File: config.mk
export PLATFORM = sky130hd
export DESIGN_NAME = lapc_regs
export DESIGN_NICKNAME = d
export VERILOG_FILES = /design/src/pkg/lapc_pkg.sv /design/src/hw/lapc_field_reg.sv /design/src/hw/lapc_regs.sv
export VERILOG_INCLUDE_DIRS = /design/src /design/src/pkg
export SDC_FILE = /design/constraint.sdc
export NUM_CORES = 1
export LEC_CHECK = 0
export BUFFER_PORTS_ARGS = -buffer_cell sky130_fd_sc_hd__buf_2
export CAP_MARGIN = 40
export CORE_UTILIZATION = 54
export DETAILED_ROUTE_END_ITERATION = 10
export MAX_ROUTING_LAYER = met4
export PLACE_DENSITY = 0.79
export SYNTH_ARGS = -nofsm -noshare
export SYNTH_HDL_FRONTEND = slang
export SYNTH_SLANG_ARGS = --single-unit
File: constraint.sdc
create_clock -name clock -period 1.4 [get_ports clock]
set_input_delay 0.14 -clock clock [delete_from_list [all_inputs] [get_ports clock]]
set_output_delay 0.14 -clock clock [all_outputs]
set_load 0.05 [all_outputs]
File: src/pkg/lapc_params.svh
// Purpose: offsets, field positions, masks and reset values of the control group
// Assumes: 8-bit register port, byte offsets as printed
// Notes: definitions only
`ifndef LAPC_PARAMS_SVH
`define LAPC_PARAMS_SVH

`define LAPC_ADDR_W 8
`define LAPC_DATA_W 8

`define LAPC_OFS_AUDIO 8'h09
`define LAPC_OFS_IMPED 8'h0A
`define LAPC_OFS_HYBRID 8'h0B
`define LAPC_OFS_PWRDN 8'h0E

`define LAPC_RST_AUDIO 8'h00
`define LAPC_RST_IMPED 8'h08
`define LAPC_RST_HYBRID 8'h33
`define LAPC_RST_PWRDN 8'h10

// writable bits of each register; other bits read zero, except power bit 4, fixed at one without a converter
`define LAPC_MSK_AUDIO 8'hFF
`define LAPC_MSK_IMPED 8'h3F
`define LAPC_MSK_HYBRID 8'h77
`define LAPC_MSK_PWRDN_CONV 8'h3B
`define LAPC_MSK_PWRDN_NOCONV 8'h2B
`define LAPC_FIX_PWRDN_NOCONV 8'h10
`define LAPC_NONE 8'h00

// audio gain fields
`define LAPC_AG_RX_BYP 7
`define LAPC_AG_TX_BYP 6
`define LAPC_AG_TX_MUTE 5
`define LAPC_AG_RX_MUTE 4
`define LAPC_AG_TX_GAIN_HI 3
`define LAPC_AG_TX_GAIN_LO 2
`define LAPC_AG_RX_GAIN_HI 1
`define LAPC_AG_RX_GAIN_LO 0

// impedance fields
`define LAPC_IM_CAP_HI 5
`define LAPC_IM_CAP_LO 4
`define LAPC_IM_EN 3
`define LAPC_IM_SEL_HI 2
`define LAPC_IM_SEL_LO 0

// hybrid fields
`define LAPC_HY_MET_HI 6
`define LAPC_HY_MET_LO 4
`define LAPC_HY_AUD_HI 2
`define LAPC_HY_AUD_LO 0
`define LAPC_HYB_OFF_CODE 3'h7

// power-down fields
`define LAPC_PD_MET_ON 5
`define LAPC_PD_CONV_OFF 4
`define LAPC_PD_MON_OFF 3
`define LAPC_PD_BIAS_OFF 1
`define LAPC_PD_DRV_OFF 0

`endif

File: src/pkg/lapc_pkg.sv
// Purpose: shared types of the control group
// Assumes: field layouts in lapc_params.svh
// Notes: encodings follow the register fields
package lapc_pkg;

    typedef enum logic [1:0] {
        LAPC_GAIN_UNITY = 2'h0,
        LAPC_GAIN_CUT = 2'h1,
        LAPC_GAIN_BOOST = 2'h2,
        LAPC_GAIN_MUTE = 2'h3
    } lapc_gain_type;

    typedef enum logic [1:0] {
        LAPC_CAP_OFF = 2'h0,
        LAPC_CAP_4N7 = 2'h1,
        LAPC_CAP_10N = 2'h2,
        LAPC_CAP_RSVD = 2'h3
    } lapc_cap_type;

    typedef enum logic [2:0] {
        LAPC_IMP_600 = 3'h0,
        LAPC_IMP_900 = 3'h1,
        LAPC_IMP_600_C = 3'h2,
        LAPC_IMP_900_C = 3'h3,
        LAPC_IMP_NET4 = 3'h4,
        LAPC_IMP_NET5 = 3'h5,
        LAPC_IMP_NET6 = 3'h6,
        LAPC_IMP_NET7 = 3'h7
    } lapc_imp_type;

endpackage : lapc_pkg

File: src/hw/lapc_field_reg.sv
// Purpose: one 8-bit control register with write mask and fixed-one bits
// Assumes: synchronous active-low reset, clock enable freezes state
// Notes: masked-off bits store nothing and read as the fixed pattern
`timescale 1ns/1ps
`default_nettype none
module lapc_field_reg #(
    parameter logic [7:0] RESET_VAL = 8'h00,
    parameter logic [7:0] WR_MASK = 8'hFF,
    parameter logic [7:0] FIXED_ONES = 8'h00
) (
    input wire logic clock,
    input wire logic clk_en,
    input wire logic rst_n,
    input wire logic wr_hit,
    input wire logic [7:0] wdata,
    output logic [7:0] value
);

    logic [7:0] store_r;
    logic [7:0] store_nxt;

    // writes to reserved or fixed bits are dropped
    assign store_nxt = wr_hit ? (wdata & WR_MASK) : store_r;

    always_ff @(posedge clock) begin
        if (!rst_n) begin
            store_r <= RESET_VAL & WR_MASK;
        end else if (clk_en) begin
            store_r <= store_nxt;
        end
    end

    // reserved bits read zero, fixed bits read one
    assign value = (store_r & WR_MASK) | FIXED_ONES;

endmodule : lapc_field_reg
`default_nettype wire

File: src/hw/lapc_regs.sv
// Purpose: audio path, impedance, hybrid and power-override control registers
// Assumes: 8-bit register port on the same clock, master never waits
// Notes: decoded controls are registered, one cycle behind the register
`timescale 1ns/1ps
`default_nettype none
`include "lapc_params.svh"

// How it works
// - audio gain bit 7 set bypasses the receive high-pass filter.
// - audio gain bit 6 set bypasses the transmit high-pass filter.
// - transmit digital mute bit 5 set silences the transmit signal.
// - receive digital mute bit 4 set silences the receive signal.
// - transmit gain field: unity, cut, boost, or unity with path muted.
// - receive gain field: unity, cut, boost, or analog receive path muted.
// - capacitance field: off, 4.7 nF, 10 nF; code 11 not to be used.
// - impedance register bit 3 enables two-wire impedance synthesis.
// - three-bit field picks one of eight termination presets.
// - metering hybrid field steps balance; code 111 switches it off.
// - audio hybrid field uses same scale; code 111 turns it off.
// - hybrid register resets to both fields at code 011.
// - power bit 5 set forces the metering converter on.
// - with a dc-dc converter, bit 4 set forces it off.
// - without a converter, bit 4 always reads one, writes ignored.
// - power bit 3 set forces the monitoring converter off.
// - power bit 1 set forces the dc bias circuitry off.
// - power bit 0 set forces the line driver circuitry off.
// - every reserved bit reads back as zero.
module lapc_regs
    import lapc_pkg::*;
#(
    parameter bit HAS_CONVERTER = 1'b1
) (
    input wire logic clock,
    input wire logic clk_en,
    input wire logic rst_n,
    input wire logic [7:0] addr,
    input wire logic [7:0] wdata,
    input wire logic wr_en,
    input wire logic rd_en,
    output logic [7:0] rdata,
    output logic rx_filter_bypass,
    output logic tx_filter_bypass,
    output logic tx_digital_mute,
    output logic rx_digital_mute,
    output logic tx_gain_cut,
    output logic tx_gain_boost,
    output logic tx_analog_mute,
    output logic rx_gain_cut,
    output logic rx_gain_boost,
    output logic rx_analog_mute,
    output logic line_cap_comp_4n7,
    output logic line_cap_comp_10n,
    output logic impedance_synth_en,
    output logic [2:0] impedance_preset_sel,
    output logic [2:0] metering_hybrid_sel,
    output logic metering_hybrid_off,
    output logic [2:0] audio_hybrid_sel,
    output logic audio_hybrid_off,
    output logic metering_dac_force_on,
    output logic converter_force_off,
    output logic monitor_adc_force_off,
    output logic bias_force_off,
    output logic line_driver_force_off
);

    localparam logic [7:0] PWR_MASK = HAS_CONVERTER ? `LAPC_MSK_PWRDN_CONV
                                                    : `LAPC_MSK_PWRDN_NOCONV;
    localparam logic [7:0] PWR_FIXED = HAS_CONVERTER ? `LAPC_NONE
                                                     : `LAPC_FIX_PWRDN_NOCONV;

    // address decode
    wire logic sel_audio;
    wire logic sel_imped;
    wire logic sel_hybrid;
    wire logic sel_pwrdn;
    assign sel_audio = (addr == `LAPC_OFS_AUDIO);
    assign sel_imped = (addr == `LAPC_OFS_IMPED);
    assign sel_hybrid = (addr == `LAPC_OFS_HYBRID);
    assign sel_pwrdn = (addr == `LAPC_OFS_PWRDN);

    wire logic wr_audio;
    wire logic wr_imped;
    wire logic wr_hybrid;
    wire logic wr_pwrdn;
    assign wr_audio = wr_en && sel_audio;
    assign wr_imped = wr_en && sel_imped;
    assign wr_hybrid = wr_en && sel_hybrid;
    assign wr_pwrdn = wr_en && sel_pwrdn;

    wire logic [7:0] audio_val;
    wire logic [7:0] imped_val;
    wire logic [7:0] hybrid_val;
    wire logic [7:0] pwrdn_val;

    lapc_field_reg #(
        .RESET_VAL(`LAPC_RST_AUDIO),
        .WR_MASK(`LAPC_MSK_AUDIO),
        .FIXED_ONES(`LAPC_NONE)
    ) u_audio (
        .clock(clock),
        .clk_en(clk_en),
        .rst_n(rst_n),
        .wr_hit(wr_audio),
        .wdata(wdata),
        .value(audio_val)
    );

    lapc_field_reg #(
        .RESET_VAL(`LAPC_RST_IMPED),
        .WR_MASK(`LAPC_MSK_IMPED),
        .FIXED_ONES(`LAPC_NONE)
    ) u_imped (
        .clock(clock),
        .clk_en(clk_en),
        .rst_n(rst_n),
        .wr_hit(wr_imped),
        .wdata(wdata),
        .value(imped_val)
    );

    // both hybrid fields start at the 0 dB code
    lapc_field_reg #(
        .RESET_VAL(`LAPC_RST_HYBRID),
        .WR_MASK(`LAPC_MSK_HYBRID),
        .FIXED_ONES(`LAPC_NONE)
    ) u_hybrid (
        .clock(clock),
        .clk_en(clk_en),
        .rst_n(rst_n),
        .wr_hit(wr_hybrid),
        .wdata(wdata),
        .value(hybrid_val)
    );

    // converter bit is fixed at one on the variant without it
    lapc_field_reg #(
        .RESET_VAL(`LAPC_RST_PWRDN),
        .WR_MASK(PWR_MASK),
        .FIXED_ONES(PWR_FIXED)
    ) u_pwrdn (
        .clock(clock),
        .clk_en(clk_en),
        .rst_n(rst_n),
        .wr_hit(wr_pwrdn),
        .wdata(wdata),
        .value(pwrdn_val)
    );

    // read mux, unmapped offsets read zero
    wire logic [7:0] rd_mux;
    assign rd_mux = sel_audio ? audio_val :
                    sel_imped ? imped_val :
                    sel_hybrid ? hybrid_val :
                    sel_pwrdn ? pwrdn_val : 8'h00;

    // field decode
    lapc_gain_type tx_gain;
    lapc_gain_type rx_gain;
    lapc_cap_type cap_sel;
    wire logic [2:0] met_code;
    wire logic [2:0] aud_code;
    assign tx_gain = lapc_gain_type'(audio_val[`LAPC_AG_TX_GAIN_HI:`LAPC_AG_TX_GAIN_LO]);
    assign rx_gain = lapc_gain_type'(audio_val[`LAPC_AG_RX_GAIN_HI:`LAPC_AG_RX_GAIN_LO]);
    assign cap_sel = lapc_cap_type'(imped_val[`LAPC_IM_CAP_HI:`LAPC_IM_CAP_LO]);
    assign met_code = hybrid_val[`LAPC_HY_MET_HI:`LAPC_HY_MET_LO];
    assign aud_code = hybrid_val[`LAPC_HY_AUD_HI:`LAPC_HY_AUD_LO];

    wire logic tx_cut_nxt;
    wire logic tx_boost_nxt;
    wire logic tx_amute_nxt;
    wire logic rx_cut_nxt;
    wire logic rx_boost_nxt;
    wire logic rx_amute_nxt;
    // mute code keeps unity gain with the path silenced
    assign tx_cut_nxt = (tx_gain == LAPC_GAIN_CUT);
    assign tx_boost_nxt = (tx_gain == LAPC_GAIN_BOOST);
    assign tx_amute_nxt = (tx_gain == LAPC_GAIN_MUTE);
    assign rx_cut_nxt = (rx_gain == LAPC_GAIN_CUT);
    assign rx_boost_nxt = (rx_gain == LAPC_GAIN_BOOST);
    assign rx_amute_nxt = (rx_gain == LAPC_GAIN_MUTE);

    // reserved capacitance code leaves compensation off
    wire logic cap_4n7_nxt;
    wire logic cap_10n_nxt;
    assign cap_4n7_nxt = (cap_sel == LAPC_CAP_4N7);
    assign cap_10n_nxt = (cap_sel == LAPC_CAP_10N);

    wire logic met_off_nxt;
    wire logic aud_off_nxt;
    assign met_off_nxt = (met_code == `LAPC_HYB_OFF_CODE);
    assign aud_off_nxt = (aud_code == `LAPC_HYB_OFF_CODE);

    wire logic conv_off_nxt;
    assign conv_off_nxt = pwrdn_val[`LAPC_PD_CONV_OFF];

    // read data stands only in the cycle after the strobe
    always_ff @(posedge clock) begin
        if (!rst_n) begin
            rdata <= 8'h00;
        end else if (clk_en) begin
            rdata <= rd_en ? rd_mux : 8'h00;
        end
    end

    always_ff @(posedge clock) begin
        if (!rst_n) begin
            rx_filter_bypass <= 1'b0;
            tx_filter_bypass <= 1'b0;
            tx_digital_mute <= 1'b0;
            rx_digital_mute <= 1'b0;
        end else if (clk_en) begin
            rx_filter_bypass <= audio_val[`LAPC_AG_RX_BYP];
            tx_filter_bypass <= audio_val[`LAPC_AG_TX_BYP];
            tx_digital_mute <= audio_val[`LAPC_AG_TX_MUTE];
            rx_digital_mute <= audio_val[`LAPC_AG_RX_MUTE];
        end
    end

    always_ff @(posedge clock) begin
        if (!rst_n) begin
            tx_gain_cut <= 1'b0;
            tx_gain_boost <= 1'b0;
            tx_analog_mute <= 1'b0;
            rx_gain_cut <= 1'b0;
            rx_gain_boost <= 1'b0;
            rx_analog_mute <= 1'b0;
        end else if (clk_en) begin
            tx_gain_cut <= tx_cut_nxt;
            tx_gain_boost <= tx_boost_nxt;
            tx_analog_mute <= tx_amute_nxt;
            rx_gain_cut <= rx_cut_nxt;
            rx_gain_boost <= rx_boost_nxt;
            rx_analog_mute <= rx_amute_nxt;
        end
    end

    always_ff @(posedge clock) begin
        if (!rst_n) begin
            line_cap_comp_4n7 <= 1'b0;
            line_cap_comp_10n <= 1'b0;
            impedance_synth_en <= 1'b1;
            impedance_preset_sel <= 3'h0;
        end else if (clk_en) begin
            line_cap_comp_4n7 <= cap_4n7_nxt;
            line_cap_comp_10n <= cap_10n_nxt;
            impedance_synth_en <= imped_val[`LAPC_IM_EN];
            impedance_preset_sel <= imped_val[`LAPC_IM_SEL_HI:`LAPC_IM_SEL_LO];
        end
    end

    always_ff @(posedge clock) begin
        if (!rst_n) begin
            metering_hybrid_sel <= 3'h3;
            metering_hybrid_off <= 1'b0;
            audio_hybrid_sel <= 3'h3;
            audio_hybrid_off <= 1'b0;
        end else if (clk_en) begin
            metering_hybrid_sel <= met_code;
            metering_hybrid_off <= met_off_nxt;
            audio_hybrid_sel <= aud_code;
            audio_hybrid_off <= aud_off_nxt;
        end
    end

    always_ff @(posedge clock) begin
        if (!rst_n) begin
            metering_dac_force_on <= 1'b0;
            converter_force_off <= 1'b1;
            monitor_adc_force_off <= 1'b0;
            bias_force_off <= 1'b0;
            line_driver_force_off <= 1'b0;
        end else if (clk_en) begin
            metering_dac_force_on <= pwrdn_val[`LAPC_PD_MET_ON];
            converter_force_off <= conv_off_nxt;
            monitor_adc_force_off <= pwrdn_val[`LAPC_PD_MON_OFF];
            bias_force_off <= pwrdn_val[`LAPC_PD_BIAS_OFF];
            line_driver_force_off <= pwrdn_val[`LAPC_PD_DRV_OFF];
        end
    end
endmodule : lapc_regs
`default_nettype wire

Word-level counts from Yosys, hierarchy flattened. Index checks and enable logic that the tools add are counted.

Bits in registers: 62. Bits of input ports: 21. Output and inout bits: 37. Word-level logic and storage cells: 55.

Eq/ne operators: 14. Multiplexer cells: 5. Reduce and logical (&&, ||, !) cells: 8.

Operators by type and width (count): == test 8 x 4 -> 1 bit, second input constant (4); 2-to-1 mux 8 bit (2); 2-to-1 mux 7 bit (2); == test 2 bit, second input constant (5); AND reduction 2 bit (4); == test 2 x 1 -> 1 bit, second input constant (3); == test 3 bit, second input constant (2); 2-to-1 mux 6 bit (1); logical AND 1 bit (4).

Longest topological paths before layout.
Depth after elaboration: 6. Gate-level depth with buffers: 5. Mapped depth without buffers: 3.

Modules after synthesis. A second synthesis with hierarchy kept.

Cell total of the unflattened synthesis: 311. Area, all modules: 2826.5 sq um.

Modules (own cells, without submodules): lapc_regs (times used 1, cells each 189, area each 1734.2 sq um, sequential area each 740.7 sq um); lapc_field_reg at u_audio (times used 1, cells each 38, area each 359.1 sq um, sequential area each 160.2 sq um); lapc_field_reg at u_hybrid (times used 1, cells each 29, area each 252.7 sq um, sequential area each 120.1 sq um); lapc_field_reg at u_imped (times used 1, cells each 29, area each 244.0 sq um, sequential area each 120.1 sq um); lapc_field_reg at u_pwrdn (times used 1, cells each 26, area each 236.5 sq um, sequential area each 100.1 sq um).

Worst setup path after synthesis. No wires, ideal clock.

Path kind: input port to flip-flop. From: input port addr[5]. To: register u_hybrid.store_r[0]. Library setup time: 0.132 ns. Data arrival time: 1.141 ns. Required time: 1.268 ns. Setup slack: 0.127 ns. Stages on the path: 4. Buffers on the path: 1. Cells stage by stage: or4_4 -> buf_6 -> nor4_1 -> o21ai_1.

Word-level cells in the longest chain between the ends: 3.

Ends and longest elaborated chain: start, declared (RTL line lapc_regs.sv:36) `input wire logic [7:0] addr,`; == test 8 x 4 -> 1 bit (no line); logical AND 1 bit (RTL line lapc_regs.sv:87) `assign wr_hybrid = wr_en && sel_hybrid;`; AND reduction 2 bit (no line); end signal, assigned (RTL line lapc_field_reg.sv:27) `store_r <= RESET_VAL & WR_MASK;`; end signal, assigned (RTL line lapc_field_reg.sv:29) `store_r <= store_nxt;`; end, declared (RTL line lapc_field_reg.sv:19) `logic [7:0] store_r;`.

No other way between the ends. A chain may end at the register's enable or synchronous reset.

Final worst setup path.
From: input port addr[5]. To: register u_pwrdn.store_r[4].

Word-level cells in the longest chain between the ends: 3.

Ends and longest elaborated chain: == test 8 x 4 -> 1 bit (no line); logical AND 1 bit (RTL line lapc_regs.sv:88) `assign wr_pwrdn = wr_en && sel_pwrdn;`; AND reduction 2 bit (no line); end signal, assigned (RTL line lapc_field_reg.sv:27); end signal, assigned (RTL line lapc_field_reg.sv:29); end, declared (RTL line lapc_field_reg.sv:19).

No other way between the ends.

==> results.cfg <==
[route]
viasPerCell = 5.459
finalWirelength_mm = 6.345
drc_errors = 0
antenna_left = 0
drtIter0Drc = 109
vias = 2260
dr.pass1.iters = 4
wl_per_cell_microns = 15.33

[logic_synthesis]
netlist_area_sq_mm = 0.002726
yosysWarnings = 0
ys.flop_type = dfxtp_1
yosys.area.top_type = dfxtp_1
ys_seq_elements = 62
synthDistinctLibCells = 38
synth.avg_cell_area_sq_um = 9.878
synth_area_leaders = dfxtp_1 (46%), mux2i_1 (15%), nand2_1 (5.6%)
synth_top_area_share_pct = 45.53
netlist_instances = 276
synth_edf_count = 0
synth_most_common_cell = dfxtp_1
async_flop_share_pct = 0
yosysSeqAreaShare_pct = 45.53
synth_common_cells = dfxtp_1 (62), mux2i_1 (41), nand2_1 (41)
synth_nets = 297

[floorplan]
die_w_microns = 73.06
ios = 58
fp.dieArea_sq_mm = 0.005337
die_h_microns = 73.06
core_sq_mm = 0.004786
row_count = 25
initial_core_util_pct = 56.97

[run_status]
status = finished, final reports clean

[pwr]
p_clk_share_pct = 43.1
seqPwrFrac_pct = 50.3
swShare_pct = 22.54
power_density_mw_per_mm2 = 1051
leakagePower_nw = 1.504
vdd_ir_drop_max_v = 0.0006639
combPwrFrac_pct = 6.6
internal-power_mw = 2.719
switchingPower_mw = 0.7912

[timing]
min_period_over_period_pct = 82.62
tns_ps = 0
hold_viol_final = 0
setup_viol = 0
fin_crit_ps = 1157
rsz0062_at_grt = false
drv_slew = 0
hold_ws_ps = 50.70
setup_ws_ps = 243.4
fmax_mhz = 864.6
slew_headroom_pct = 68.75
worst-slew-pin-transition_ps = 464.5
fin_skew_ps = 8.136

[global_routing]
grt_antenna_before_repair = 0
grt_max_degree = 37
grt_usage_pct = 27.16
grt_first_pass_wirelength_mm = 10.38
grt_pass1_vias = 2127
grt-ovfl-total = 0

[clocking]
cts_hold_buf = 0
cts_repair_resize_count = 0
clkTransAtPathRegs_ps = 60
clk_latency_ps = 340
post_cts_buffers = 0
clockBufferDepth = 2
tritoncts = yes
root_buffer = clkbuf_8
clock-sinks = 62
cts_buffers = 9
ctsHtreeMaxLevel = 3

[setup_path]
critical_path_class = in2reg
r2r_slack_ps = 340
cp.required_ps = 1660
cp.arrival_ps = 1420
critPathMaxFanout = 3
worst_setup_path_end_kind = register
start_kind = input port

[place]
gp_congestion = 0.9044
io_buffers = 57
place_ws_ps = -89.39
dp_cells = 399
place_hpwl_mm = 4.574
place_area_sq_mm = 0.003152

[cells_and_area]
insertedDiodeCount = 0
multi_input_area_sq_mm = 0.001361
fill_cells = 390
fin_nets = 364
final-seq-area_sq_mm = 0.001241
fin_area_sq_mm = 0.003341
instances_no_fill = 414
layout-drive-gt1-share_pct = 29.39
syn2layout_area_growth_pct = 22.53

[hold_path]
hold_path_class = in2reg

[job]
cap_violations = 0
sequential cells by signal (all words and copies together) (netlist names), 3 cells and up:
signal,count
metering_hybrid_sel,3
u_audio.value,8
u_imped.store_r,6
u_pwrdn.store_r,5
audio_hybrid_sel,3
u_hybrid.store_r,6
impedance_preset_sel,3
rdata,8
cell families after synthesis:
logic type	synth area share [%]
AO/OA/AOI/OAI	7.710
buffers and inverters	4.543
flip-flops	45.53
multiplexers	17.53
AND/OR/NAND/NOR	24.69
power by group through the flow:
stage	Combinational [mW]	Sequential [mW]	Clock [mW]
2_1_floorplan	0.142	1.81	0
3_3_place_gp	0.227	1.80	0
3_5_place_dp	0.230	1.80	0
4_1_cts	0.230	1.76	1.54
5_1_grt	0.252	1.76	1.64
6_report	0.233	1.77	1.51
through the flow:
step	utilization, %	total power [mW]
2_1_floorplan	-	1.949
3_3_place_gp	65.86	2.032
3_5_place_dp	65.86	2.034
4_1_cts	69.80	3.537
5_1_grt	69.80	3.652
6_report	69.80	3.510
area by class of cell:
class                           instances  area share (%)
Tap cell                               67           2.509
Timing Repair Buffer                   74           13.48
Clock inverter                          4           1.423
Sequential cell                        62           37.15
Clock buffer                           11           4.232
Multi-Input combinational cell        192           40.75
Inverter                                4          0.4494
worst max-delay path: stages:
cell and delay [ps]:
buf_2 110, or4_4 570, nor4_2 360, mux2i_1 230
final timing paths:
| kind | to | cells after the start | from |
|---|---|---|---|
| worst max-delay path | u_pwrdn.store_r[4] | 4 | addr[5] |
| worst min-delay path | u_audio.value[7] | 3 | wdata[7] |
| worst max register to register | rdata[4] | 3 | u_imped.store_r[4] |
| worst min register to register | rdata[4] | 2 | rdata[4] |
layout by cell type (no fill, tap or decap), types with 4 or more instances in the layout:
cell,synthesis,routed
a21boi_0,9,9
a22oi_1,4,4
buf_2,2,57
buf_4,1,14
clkbuf_8,0,10
dfxtp_1,62,62
inv_1,4,4
mux2_2,6,6
mux2i_1,41,41
nand2_1,41,41
nand2b_1,15,15
nand3_1,4,4
nand3b_1,4,4
nand4_1,6,6
nor2b_1,20,20
nor4_1,10,10
o31ai_1,6,6
per-layer routing:
layer,up-vias,part of all wire [%],global-route usage [%]
met5,-,0,-
met4,0,2.4,10.89
met3,16,7.5,9.116
met2,89,47,40.74
met1,1050,43,33.45
li1,1105,-,-
(Power assumes the default switching activity.)
